$ cat src/design/vcc_pkg.sv
// Purpose : constants for the valve controller configuration block
// Assumes : axi4-lite slave, 32-bit data, word-aligned registers
// Notes   : register offsets are byte addresses
package vcc_pkg;
  // ==========================================================
  // register offsets
  localparam logic [7:0] VCC_OFS_MODE    = 8'h00;
  localparam logic [7:0] VCC_OFS_CFG     = 8'h04;
  localparam logic [7:0] VCC_OFS_OPMODE  = 8'h08;
  localparam logic [7:0] VCC_OFS_SCALE   = 8'h0c;
  localparam logic [7:0] VCC_OFS_IMIN    = 8'h10;
  localparam logic [7:0] VCC_OFS_STATUS  = 8'h14;
  // ==========================================================
  // controller mode codes (signed 8 bit)
  localparam logic [7:0] VCC_CM_VALVE_OL  = 8'h03;
  localparam logic [7:0] VCC_CM_VALVE_CL  = 8'h04;
  localparam logic [7:0] VCC_CM_POS_OL    = 8'h06;
  localparam logic [7:0] VCC_CM_SPEED     = 8'h07;
  localparam logic [7:0] VCC_CM_POS_CL    = 8'h09;
  localparam logic [7:0] VCC_CM_PRESS     = 8'hfb;
  localparam logic [7:0] VCC_CM_PQ        = 8'hf7;
  localparam logic [7:0] VCC_CM_ALT       = 8'hf6;
  localparam logic [7:0] VCC_RST_MODE     = VCC_CM_VALVE_OL;
  // ==========================================================
  // cfg field positions
  localparam int VCC_B_INV_A   = 0;
  localparam int VCC_B_INV_B   = 1;
  localparam int VCC_B_SWAP    = 2;
  localparam int VCC_B_INPOS   = 3;
  localparam int VCC_B_IMIN_P  = 4;
  localparam int VCC_B_IMIN_Q  = 5;
  localparam logic [5:0] VCC_RST_CFG = 6'h00;
  // status field positions
  localparam int VCC_B_ST_DIS  = 0;
  localparam int VCC_B_ST_REJ  = 1;
  localparam int VCC_B_ST_OPEFF = 2;
  // ==========================================================
  // operating modes and signal types
  typedef enum logic [1:0] {
    VCC_OP_UNI1 = 2'h0,
    VCC_OP_UNI2 = 2'h1,
    VCC_OP_BIP2 = 2'h2,
    VCC_OP_UNIDI = 2'h3
  } vcc_opmode_t;
  localparam logic [1:0] VCC_SIG_UNI = 2'h0;
  localparam logic [1:0] VCC_SIG_BIP = 2'h1;
  localparam logic [15:0] VCC_RST_IMIN  = 16'h0000;
  localparam logic [15:0] VCC_RST_SCALE = 16'h0000;
  localparam logic [1:0]  VCC_AXI_OKAY   = 2'h0;
  localparam logic [1:0]  VCC_AXI_SLVERR = 2'h2;
endpackage

$ cat src/design/vcc_out_stage.sv
// Purpose : solenoid output stage for one demand pair
// Assumes : unsigned current demands, one clock
// Notes   : registered outputs
`timescale 1ns/10ps
module vcc_out_stage #(
  parameter int W = 16
) (
  // clock and reset
  input  wire logic         clk_sys,
  input  wire logic         reset,
  // settings and window state
  input  wire logic         inv_a,
  input  wire logic         inv_b,
  input  wire logic         swap,
  input  wire logic         inpos_on,
  input  wire logic         imin_en,
  input  wire logic [W-1:0] imin,
  input  wire logic         in_off_win,
  // demands in, solenoid drives out
  input  wire logic [W-1:0] dem_a,
  input  wire logic [W-1:0] dem_b,
  output logic      [W-1:0] sol_a,
  output logic      [W-1:0] sol_b
);
  logic [W-1:0] a_nxt, b_nxt, ra, rb;
  // ==========================================================
  // route, invert, floor, window-off
  always_comb begin
    ra = swap ? dem_b : dem_a; // RULE5
    rb = swap ? dem_a : dem_b; // RULE5
    a_nxt = inv_a ? ~ra : ra; // RULE3
    b_nxt = inv_b ? ~rb : rb; // RULE4
    // floor after inversion, so an inverted drive never dips below the minimum
    if (imin_en && a_nxt < imin) a_nxt = imin; // RULE8
    if (imin_en && b_nxt < imin) b_nxt = imin; // RULE8
    if (in_off_win && !inpos_on) begin // RULE6 RULE7
      a_nxt = '0;
      b_nxt = '0;
    end
  end
  always_ff @(posedge clk_sys) begin
    if (reset) begin
      sol_a <= '0;
      sol_b <= '0;
    end else begin
      sol_a <= a_nxt;
      sol_b <= b_nxt;
    end
  end
endmodule

$ cat src/design/vcc_top.sv
// Function
// [RULE1] mode is signed code of eight values
// [RULE2] mode change adjusts dependent settings automatically
// [RULE3] inversion A unavailable in modes 6, 9
// [RULE4] inversion B unavailable in modes 6, 9
// [RULE5] control sense inverted swaps solenoid demands
// [RULE6] in-position off: outputs off inside window
// [RULE7] in-position on: outputs kept inside window
// [RULE8] minimum current floor, separate position/pressure enables
// [RULE9] opmode and scaling writable only when disabled
// [RULE10] opmode honoured only in four controller modes
// [RULE11] operating mode takes four values
// [RULE12] opmode change adapts command signal type
//
// Purpose : configuration registers and mode checks of a valve controller
// Assumes : axi4-lite master, one transfer at a time each direction
// Notes   : illegal writes are dropped (cfg still takes the other fields) and flagged, answered OKAY
//
// Chosen here: the AXI4-Lite slave port and the register offsets.
`timescale 1ns/10ps
module vcc_top #(
  parameter int W = 16
) (
  // clock and reset
  input  wire logic         clk_sys,
  input  wire logic         reset,
  // axi4-lite write
  input  wire logic         s_axi_awvalid,
  output logic              s_axi_awready,
  input  wire logic [7:0]   s_axi_awaddr,
  input  wire logic         s_axi_wvalid,
  output logic              s_axi_wready,
  input  wire logic [31:0]  s_axi_wdata,
  input  wire logic [3:0]   s_axi_wstrb,
  output logic              s_axi_bvalid,
  input  wire logic         s_axi_bready,
  output logic [1:0]        s_axi_bresp,
  // axi4-lite read
  input  wire logic         s_axi_arvalid,
  output logic              s_axi_arready,
  input  wire logic [7:0]   s_axi_araddr,
  output logic              s_axi_rvalid,
  input  wire logic         s_axi_rready,
  output logic [31:0]       s_axi_rdata,
  output logic [1:0]        s_axi_rresp,
  // device state and controller
  input  wire logic         dev_disabled,
  input  wire logic         in_off_win,
  input  wire logic         press_active,
  input  wire logic [W-1:0] dem_a,
  input  wire logic [W-1:0] dem_b,
  // outputs
  output logic [W-1:0]      sol_a,
  output logic [W-1:0]      sol_b,
  output logic [1:0]        op_mode_eff,
  output logic              op_mode_valid,
  output logic [1:0]        cmd_sig_type
);
  import vcc_pkg::*;

  // ==========================================================
  // decode helpers
  function automatic logic mode_legal(input logic [7:0] m);
    case (m) // RULE1
      VCC_CM_VALVE_OL, VCC_CM_VALVE_CL, VCC_CM_POS_OL, VCC_CM_SPEED,
      VCC_CM_POS_CL, VCC_CM_PRESS, VCC_CM_PQ, VCC_CM_ALT: mode_legal = 1'b1;
      default: mode_legal = 1'b0;
    endcase
  endfunction
  function automatic logic inv_allowed(input logic [7:0] m);
    inv_allowed = !(m == VCC_CM_POS_OL || m == VCC_CM_POS_CL); // RULE3 RULE4
  endfunction
  function automatic logic op_used(input logic [7:0] m);
    op_used = (m == VCC_CM_VALVE_OL) || (m == VCC_CM_POS_OL) || // RULE10
              (m == VCC_CM_SPEED) || (m == VCC_CM_PQ);
  endfunction
  function automatic logic [31:0] merge(input logic [31:0] o, input logic [31:0] n,
                                        input logic [3:0] s);
    for (int i = 0; i < 4; i++)
      merge[i*8 +: 8] = s[i] ? n[i*8 +: 8] : o[i*8 +: 8];
  endfunction

  // ==========================================================
  // registers
  logic [7:0]   mode_r, mode_nxt;
  logic [5:0]   cfg_r, cfg_nxt;
  logic [1:0]   op_r, op_nxt;
  logic [1:0]   sig_r, sig_nxt;
  logic [15:0]  scale_r, scale_nxt;
  logic [W-1:0] imin_r, imin_nxt;
  logic         rej_r, rej_nxt;
  logic         aw_r, aw_nxt, w_r, w_nxt, bv_r, bv_nxt, rv_r, rv_nxt;
  logic [7:0]   awa_r, awa_nxt;
  logic [31:0]  wd_r, wd_nxt, rd_r, rd_nxt;
  logic [3:0]   ws_r, ws_nxt;
  logic [1:0]   br_r, br_nxt, rr_r, rr_nxt;
  logic [31:0]  nw;
  logic [7:0]   nm;
  logic         do_wr;

  assign s_axi_awready = !aw_r && !bv_r;
  assign s_axi_wready  = !w_r && !bv_r;
  assign s_axi_arready = !rv_r;
  assign s_axi_bvalid  = bv_r;
  assign s_axi_bresp   = br_r;
  assign s_axi_rvalid  = rv_r;
  assign s_axi_rdata   = rd_r;
  assign s_axi_rresp   = rr_r;

  // ==========================================================
  // write channel capture and register update
  always_comb begin
    aw_nxt = aw_r;
    w_nxt = w_r;
    awa_nxt = awa_r;
    wd_nxt = wd_r;
    ws_nxt = ws_r;
    bv_nxt = bv_r;
    br_nxt = br_r;
    mode_nxt = mode_r;
    cfg_nxt = cfg_r;
    op_nxt = op_r;
    sig_nxt = sig_r;
    scale_nxt = scale_r;
    imin_nxt = imin_r;
    rej_nxt = rej_r;
    nw = '0;
    nm = mode_r;
    if (s_axi_awvalid && s_axi_awready) begin
      aw_nxt = 1'b1;
      awa_nxt = s_axi_awaddr;
    end
    if (s_axi_wvalid && s_axi_wready) begin
      w_nxt = 1'b1;
      wd_nxt = s_axi_wdata;
      ws_nxt = s_axi_wstrb;
    end
    if (bv_r && s_axi_bready) bv_nxt = 1'b0;
    // both halves held: the write lands and the answer rises together at the next edge;
    // a refused value leaves its register alone (cfg still takes its other fields) and only raises the reject flag
    do_wr = aw_r && w_r && !bv_r;
    if (do_wr) begin
      aw_nxt = 1'b0;
      w_nxt = 1'b0;
      bv_nxt = 1'b1;
      br_nxt = VCC_AXI_OKAY;
      case (awa_r)
        VCC_OFS_MODE: begin
          nw = merge({24'h000000, mode_r}, wd_r, ws_r);
          nm = nw[7:0];
          if (mode_legal(nm)) begin
            mode_nxt = nm;
            if (!inv_allowed(nm)) begin // RULE2 RULE3 RULE4
              cfg_nxt[VCC_B_INV_A] = 1'b0;
              cfg_nxt[VCC_B_INV_B] = 1'b0;
            end
          end else rej_nxt = 1'b1;
        end
        VCC_OFS_CFG: begin
          nw = merge({26'h0000000, cfg_r}, wd_r, ws_r);
          cfg_nxt = nw[5:0];
          if (!inv_allowed(mode_r)) begin // RULE3 RULE4
            cfg_nxt[VCC_B_INV_A] = 1'b0;
            cfg_nxt[VCC_B_INV_B] = 1'b0;
            if (nw[VCC_B_INV_A] || nw[VCC_B_INV_B]) rej_nxt = 1'b1;
          end
        end
        VCC_OFS_OPMODE: begin
          nw = merge({30'h00000000, op_r}, wd_r, ws_r);
          if (dev_disabled) begin // RULE9
            op_nxt = nw[1:0]; // RULE11
            if (nw[1:0] != op_r) // RULE12
              sig_nxt = (nw[1:0] == VCC_OP_BIP2) ? VCC_SIG_BIP : VCC_SIG_UNI;
          end else rej_nxt = 1'b1; // RULE9
        end
        VCC_OFS_SCALE: begin
          nw = merge({16'h0000, scale_r}, wd_r, ws_r);
          if (dev_disabled) scale_nxt = nw[15:0]; // RULE9
          else rej_nxt = 1'b1;
        end
        VCC_OFS_IMIN: begin
          nw = merge({{(32-W){1'b0}}, imin_r}, wd_r, ws_r);
          imin_nxt = nw[W-1:0];
        end
        VCC_OFS_STATUS: begin
          if (ws_r[0] && wd_r[VCC_B_ST_REJ]) rej_nxt = 1'b0;
        end
        default: br_nxt = VCC_AXI_SLVERR;
      endcase
    end
  end

  // ==========================================================
  // read channel
  always_comb begin
    rv_nxt = rv_r;
    rd_nxt = rd_r;
    rr_nxt = rr_r;
    if (rv_r && s_axi_rready) rv_nxt = 1'b0;
    if (s_axi_arvalid && s_axi_arready) begin
      rv_nxt = 1'b1;
      rr_nxt = VCC_AXI_OKAY;
      case (s_axi_araddr)
        VCC_OFS_MODE:   rd_nxt = {24'h000000, mode_r};
        VCC_OFS_CFG:    rd_nxt = {26'h0000000, cfg_r};
        VCC_OFS_OPMODE: rd_nxt = {28'h0000000, sig_r, op_r};
        VCC_OFS_SCALE:  rd_nxt = {16'h0000, scale_r};
        VCC_OFS_IMIN:   rd_nxt = {{(32-W){1'b0}}, imin_r};
        VCC_OFS_STATUS: rd_nxt = {29'h00000000, op_used(mode_r), rej_r, dev_disabled};
        default: begin
          rd_nxt = 32'h00000000;
          rr_nxt = VCC_AXI_SLVERR;
        end
      endcase
    end
  end

  // register all configuration and bus state
  always_ff @(posedge clk_sys) begin
    if (reset) begin
      mode_r <= VCC_RST_MODE;
      cfg_r <= VCC_RST_CFG;
      op_r <= VCC_OP_UNI1;
      sig_r <= VCC_SIG_UNI;
      scale_r <= VCC_RST_SCALE;
      imin_r <= W'(VCC_RST_IMIN);
      rej_r <= 1'b0;
      aw_r <= 1'b0;
      w_r <= 1'b0;
      bv_r <= 1'b0;
      rv_r <= 1'b0;
      awa_r <= 8'h00;
      wd_r <= 32'h00000000;
      ws_r <= 4'h0;
      br_r <= VCC_AXI_OKAY;
      rd_r <= 32'h00000000;
      rr_r <= VCC_AXI_OKAY;
    end else begin
      mode_r <= mode_nxt;
      cfg_r <= cfg_nxt;
      op_r <= op_nxt;
      sig_r <= sig_nxt;
      scale_r <= scale_nxt;
      imin_r <= imin_nxt;
      rej_r <= rej_nxt;
      aw_r <= aw_nxt;
      w_r <= w_nxt;
      bv_r <= bv_nxt;
      rv_r <= rv_nxt;
      awa_r <= awa_nxt;
      wd_r <= wd_nxt;
      ws_r <= ws_nxt;
      br_r <= br_nxt;
      rd_r <= rd_nxt;
      rr_r <= rr_nxt;
    end
  end

  // ==========================================================
  // effective operating mode and floor selection
  logic       imin_sel;
  logic [1:0] eff_nxt;
  logic       valid_nxt;
  // operating mode only counts in the four modes that use it
  always_comb begin
    valid_nxt = op_used(mode_r); // RULE10
    eff_nxt = valid_nxt ? op_r : 2'h0; // RULE10
  end
  // floor enable: alternating mode follows the active controller
  always_comb begin
    if (mode_r == VCC_CM_ALT)
      imin_sel = press_active ? cfg_r[VCC_B_IMIN_Q] : cfg_r[VCC_B_IMIN_P]; // RULE8
    else if (mode_r == VCC_CM_PRESS || mode_r == VCC_CM_PQ)
      imin_sel = cfg_r[VCC_B_IMIN_Q]; // RULE8
    else
      imin_sel = cfg_r[VCC_B_IMIN_P]; // RULE8
  end
  // register the mode outputs
  always_ff @(posedge clk_sys) begin
    if (reset) begin
      op_mode_eff <= 2'h0;
      op_mode_valid <= 1'b0;
      cmd_sig_type <= VCC_SIG_UNI;
    end else begin
      op_mode_eff <= eff_nxt;
      op_mode_valid <= valid_nxt;
      cmd_sig_type <= sig_r; // RULE12
    end
  end

  // solenoid output stage
  vcc_out_stage #(.W(W)) u_out (
    .clk_sys    (clk_sys),
    .reset      (reset),
    .inv_a      (cfg_r[VCC_B_INV_A]),
    .inv_b      (cfg_r[VCC_B_INV_B]),
    .swap       (cfg_r[VCC_B_SWAP]),
    .inpos_on   (cfg_r[VCC_B_INPOS]),
    .imin_en    (imin_sel),
    .imin       (imin_r),
    .in_off_win (in_off_win),
    .dem_a      (dem_a),
    .dem_b      (dem_b),
    .sol_a      (sol_a),
    .sol_b      (sol_b)
  );
endmodule

$ cat config.mk
export PLATFORM = sky130hd
export DESIGN_NAME = vcc_top
export DESIGN_NICKNAME = d
export VERILOG_FILES = /design/src/design/vcc_pkg.sv /design/src/design/vcc_out_stage.sv /design/src/design/vcc_top.sv
export SDC_FILE = /design/constraint.sdc
export NUM_CORES = 1
export LEC_CHECK = 0
export BUFFER_PORTS_ARGS = -buffer_cell sky130_fd_sc_hd__buf_2
export CORE_ASPECT_RATIO = 1.2
export CORE_MARGIN = 2
export CORE_UTILIZATION = 57
export CTS_BUF_LIST = sky130_fd_sc_hd__clkbuf_4 sky130_fd_sc_hd__clkbuf_8
export DETAILED_ROUTE_END_ITERATION = 8
export HOLD_SLACK_MARGIN = 0.02
export PLACE_DENSITY_LB_ADDON = 0.2
export SKIP_LAST_GASP = 1
export SLEW_MARGIN = 30
export SYNTH_ARGS = -nofsm -noshare
export SYNTH_HDL_FRONTEND = slang
export SYNTH_SLANG_ARGS = --single-unit
export TNS_END_PERCENT = 50
$ cat constraint.sdc
create_clock -name clk_sys -period 6.05 [get_ports clk_sys]
set_input_delay 1.21 -clock clk_sys [delete_from_list [all_inputs] [get_ports clk_sys]]
set_output_delay 1.21 -clock clk_sys [all_outputs]
set_load 0.05 [all_outputs]
==> tab_implementation.tex <==
\begin{tabular}{lr}
\hline
Metric & Value \\
\hline
\multicolumn{2}{l}{\textbf{Run status}} \\
\quad Run status & complete, no violations \\
\multicolumn{2}{l}{\textbf{Power and ir drop}} \\
\quad Worst VDD drop & 0.000151 V \\
\quad Gate power share & 0.144 \\
\quad Fraction of power consumed by sequential logic & 0.490 \\
\quad Relative contribution of the clock network to total power & 0.366 \\
\quad Leakage & 3.21 nW \\
\quad Total power consumption of the routed design & 1.90 mW \\
\quad Cell-internal power & 1.33 mW \\
\quad Switching share of power & 0.299 \\
\quad PwrDens & 235 nW/um\^{}2 \\
\quad Switching component of the power & 0.569 mW \\
\multicolumn{2}{l}{\textbf{Global routing}} \\
\quad Overall global routing resource usage & 0.255 \\
\quad Pin count of the biggest net entering global routing & 48 \\
\quad Global-route wire length before repair & 27.3 mm \\
\quad Via count of the first global-routing pass & 5690 \\
\quad Leftover overflow at the end of global routing & 0 \\
\quad Number of antenna violations at the first check in global routing & 0 \\
\multicolumn{2}{l}{\textbf{Cells and area}} \\
\quad Ant diodes & 0 \\
\quad Ratio of cells with drive above 1 in the final layout & 0.208 \\
\quad Sequential cell area & 2690 sq um \\
\quad Post-synthesis to final-layout area growth & 15.1\% \\
\quad Multi-input logic area & 4020 sq um \\
\quad Filler cell count in the final layout & 1005 \\
\quad Post-route standard cell area excluding fillers & 8080 sq um \\
\quad Final Net Count & 1032 \\
\quad Final standard cell count with taps included and fillers excluded & 1082 \\
\quad Core occupancy in the finished layout & 0.670 \\
\multicolumn{2}{l}{\textbf{Critical path}} \\
\quad Cell seen most often among critical-path stages & sky130\_fd\_sc\_hd\_\_mux2i\_1 \\
\quad Reg-to-reg critical path endpoint & u\_out.sol\_b[0] \\
\quad Reg2reg start & cfg\_r[2] \\
\quad Cells on worst reg2reg path & 10 \\
\quad Largest stage delay on the critical path & 0.55 ns \\
\quad Crit Path Max Fanout & 13 \\
\quad Type of destination of the critical path & register \\
\quad Slowest library cell on the worst path & sky130\_fd\_sc\_hd\_\_a2111oi\_4 \\
\quad Startpoint types & input port \\
\quad Kind of cell adding the most delay to the critical path & compound AO/OA/AOI/OAI gates \\
\quad Critical path, cell by cell & buf\_2, mux2i\_1, xnor2\_1, ha\_1, nand4\_1, nor2\_1, a2111oi\_0, o31ai\_1, a2111oi\_4, buf\_4, mux2i\_1 \\
\quad Req. time, crit path & 6.41 ns \\
\quad FF-to-FF setup slack & 2.54 ns \\
\quad Buf+Inv Stages, Crit Path & 2 \\
\quad Levels on crit path & 11 \\
\quad WP data arrival & 3.91 ns \\
\quad CP Class & input port to register \\
\multicolumn{2}{l}{\textbf{Die}} \\
\quad Initial core utilization & 0.583 \\
\quad CORE AREA & 12100 sq um \\
\quad Number of top-level pins & 172 \\
\quad Die width & 105 um \\
\quad Rows & 44 \\
\quad Die Height & 126 um \\
\quad Die area & 13200 sq um \\
\multicolumn{2}{l}{\textbf{STA}} \\
\quad Final period demand of the worst path & 3.55 ns \\
\quad Finish-stage setup viols & 0 \\
\quad Maximum clock frequency & 0.282 GHz \\
\quad Actual slew at the worst max-slew pin & 0.850 ns \\
\quad Final clock skew & 0.00970 ns \\
\quad Final hold violations & 0 \\
\quad Slack of the critical path & 2.50 ns \\
\quad Hold WS & 0.447 ns \\
\quad Count of pins over their slew limit & 0 \\
\quad Tcrit/Tclk final & 0.587 \\
\quad Unrepaired setup endpoints after global routing & false \\
\quad Max transition margin & 0.428 \\
\quad Accumulated negative setup slack & 0 ns \\
\multicolumn{2}{l}{\textbf{CTS}} \\
\quad Number of clock sinks & 134 \\
\quad CTS Root Buffer Type & sky130\_fd\_sc\_hd\_\_clkbuf\_8 \\
\quad Post-CTS setup buffer count & 0 \\
\quad Post-CTS Resized & 0 \\
\quad CTS Hold Buffers Added & 0 \\
\quad TritonCTS clock tree & yes \\
\quad Worst skew pair latency & 0.43 ns \\
\quad Num CTS Buffers & 17 \\
\quad Max Buffers Root-to-Sink & 2 \\
\quad CTS H-tree depth & 4 \\
\quad Clock-pin slew reported for the worst setup and hold paths after clock tree synthesis & 0.08 ns \\
\multicolumn{2}{l}{\textbf{Route}} \\
\quad Number of antenna-violating nets in the routed design & 0 \\
\quad Drt first pass iters & 6 \\
\quad Aggregate routed wire length & 16.7 mm \\
\quad Initial detailed-routing violation count & 339 \\
\quad Count of unresolved DRC violations after routing & 0 \\
\quad Routed wirelength normalized by instance count & 15.4 um \\
\quad Via/cell ratio & 5.50 \\
\quad Total via count in the routed design & 5956 \\
\multicolumn{2}{l}{\textbf{Logic synthesis}} \\
\quad Post-synth top flop & sky130\_fd\_sc\_hd\_\_dfxtp\_1 \\
\quad EDFF count, synth & 0 \\
\quad Seq/Total Area, Yosys & 0.382 \\
\quad Async set or reset register ratio after synthesis & 0 \\
\quad Mapped Area & 7020 sq um \\
\quad Synth warn & 0 \\
\quad Synthesis-stage register bit count & 134 \\
\quad Distinct cell type count of the synthesized netlist & 61 \\
\quad Synthesized instance count & 793 \\
\quad Synthesized area divided by synthesized cell count & 8.86 sq um \\
\multicolumn{2}{l}{\textbf{Place}} \\
\quad Cell total after placement & 1050 \\
\quad Detailed placement HPWL & 12.5 mm \\
\quad Worst setup slack after placement & 2.05 ns \\
\quad Post-place instance area & 7710 sq um \\
\quad Count of input and output buffers & 134 \\
\quad Final weighted congestion in routability-driven placement & 0.923 \\
\multicolumn{2}{l}{\textbf{Worst hold path}} \\
\quad Hold Crit Endpoint & s\_axi\_rdata[9] \\
\quad Min-Delay Path Class & register to register \\
\quad Hold-critical path depth & 2 \\
\quad Hold\_sp & s\_axi\_rdata[9] \\
\multicolumn{2}{l}{\textbf{Flow run}} \\
\quad Count of max-cap constraint violations & 0 \\
\hline
\end{tabular}
-- power groups by stage --
stage	Combinational, mW	Clock [mW]	Sequential [mW]
global placement	0.262	0	0.951
CTS	0.273	0.708	0.931
finish	0.273	0.697	0.931
global route	0.298	0.749	0.935
floorplan	0.176	0	0.980
detailed placement	0.271	0	0.952
-- worst max-delay path by stage --
stage | startpoint | slack [ns] | to
2_1_floorplan | dem_a[5] | 2.52 | u_out.sol_b[10]
3_3_place_gp | dem_a[3] | 2.13 | u_out.sol_b[4]
3_5_place_dp | dem_a[7] | 2.05 | u_out.sol_b[4]
4_1_cts | cfg_r[2] | 2.24 | u_out.sol_b[6]
5_1_grt | cfg_r[2] | 2.31 | u_out.sol_b[13]
6_report | dem_a[7] | 2.50 | u_out.sol_b[0]
-- state kept, by name, indices dropped and copies added, names as in the netlist, 2 cells and up --
signal       count
imin_r          16
s_axi_rdata     16
scale_r         16
u_out.sol_a     16
u_out.sol_b     16
wd_r            16
awa_r            8
mode_r           8
cfg_r            6
op_mode_eff      2
op_r             2
ws_r             2
-- tightest hold or removal path, cell delays in order, from the launching register on --
cell and delay (ns):
sky130_fd_sc_hd__dfxtp_1 0.31, sky130_fd_sc_hd__nand2_1 0.05, sky130_fd_sc_hd__o21ai_1 0.05
-- cell usage in the layout (no fill, tap or decap), types with 4 or more instances in the layout --
master	n
sky130_fd_sc_hd__buf_2	134
sky130_fd_sc_hd__nand2_1	132
sky130_fd_sc_hd__dfxtp_1	131
sky130_fd_sc_hd__mux2i_1	117
sky130_fd_sc_hd__nor2_1	65
sky130_fd_sc_hd__a21oi_1	41
sky130_fd_sc_hd__xnor2_1	34
sky130_fd_sc_hd__ha_1	30
sky130_fd_sc_hd__inv_1	23
sky130_fd_sc_hd__conb_1	19
sky130_fd_sc_hd__clkbuf_8	18
sky130_fd_sc_hd__o21ai_1	13
sky130_fd_sc_hd__a22oi_1	13
sky130_fd_sc_hd__nor3_1	11
sky130_fd_sc_hd__nand3_1	11
sky130_fd_sc_hd__o21ai_0	8
sky130_fd_sc_hd__nand4_1	7
sky130_fd_sc_hd__and2_1	6
sky130_fd_sc_hd__nor2_2	5
sky130_fd_sc_hd__nand3b_1	5
sky130_fd_sc_hd__mux2_2	4
sky130_fd_sc_hd__o21a_1	4
sky130_fd_sc_hd__and3_1	4
sky130_fd_sc_hd__a211oi_1	4
sky130_fd_sc_hd__a21o_1	4
sky130_fd_sc_hd__clkinv_2	4
sky130_fd_sc_hd__inv_6	4
-- cells in the mapped netlist, types with 4 or more instances --
master                       n  area, sq um
sky130_fd_sc_hd__a211oi_1    4         30.0
sky130_fd_sc_hd__a21o_1      4         30.0
sky130_fd_sc_hd__a21oi_1    42          210
sky130_fd_sc_hd__a22oi_1    13         97.6
sky130_fd_sc_hd__and2_1      6         37.5
sky130_fd_sc_hd__and3_1      4         25.0
sky130_fd_sc_hd__buf_1       6         22.5
sky130_fd_sc_hd__buf_4      19          143
sky130_fd_sc_hd__buf_6       4         45.0
sky130_fd_sc_hd__clkbuf_1   28          105
sky130_fd_sc_hd__dfxtp_1   134         2680
sky130_fd_sc_hd__ha_1       30          375
sky130_fd_sc_hd__inv_1      23         86.3
sky130_fd_sc_hd__mux2_2      4         45.0
sky130_fd_sc_hd__mux2i_1   117         1170
sky130_fd_sc_hd__nand2_1   132          495
sky130_fd_sc_hd__nand3_1    11         55.1
sky130_fd_sc_hd__nand3b_1    5         37.5
sky130_fd_sc_hd__nand4_1     7         43.8
sky130_fd_sc_hd__nor2_1     66          248
sky130_fd_sc_hd__nor2_2      4         25.0
sky130_fd_sc_hd__nor3_1     11         55.1
sky130_fd_sc_hd__o21a_1      4         30.0
sky130_fd_sc_hd__o21ai_0     8         40.0
sky130_fd_sc_hd__o21ai_1    13         65.1
sky130_fd_sc_hd__xnor2_1    34          298
-- area by class of cell --
cell class | instances | share of cell area
multi-input combinational | 595 | 0.497
inverter | 23 | 0.0107
timing repair buffer | 137 | 0.0882
tap | 161 | 0.0249
clock inverter | 14 | 0.0155
clock buffer | 18 | 0.0307
sequential | 134 | 0.333
-- cell families (layout without fill, tap and decap cells) --
logic type	after synthesis	after routing	share of synthesized area
multiplexers	123	123	0.179
flip-flops	134	134	0.382
other	1	19	0.000534
buffers and inverters	82	192	0.0586
AND/OR/NAND/NOR	269	269	0.171
AO/OA/AOI/OAI	120	120	0.114
adder cells (fa/ha/maj)	30	30	0.0534
XOR/XNOR	34	34	0.0424
-- metal layers --
metal,wire (um),GRT usage,vias up,part of all wire
met5,0,0,-,0
li1,-,-,2956,-
met2,8270,0.432,184,0.50
met1,7120,0.316,2782,0.43
met3,902,0.0527,34,0.054
met4,374,0.0988,0,0.022
(Power assumes the default switching activity.)
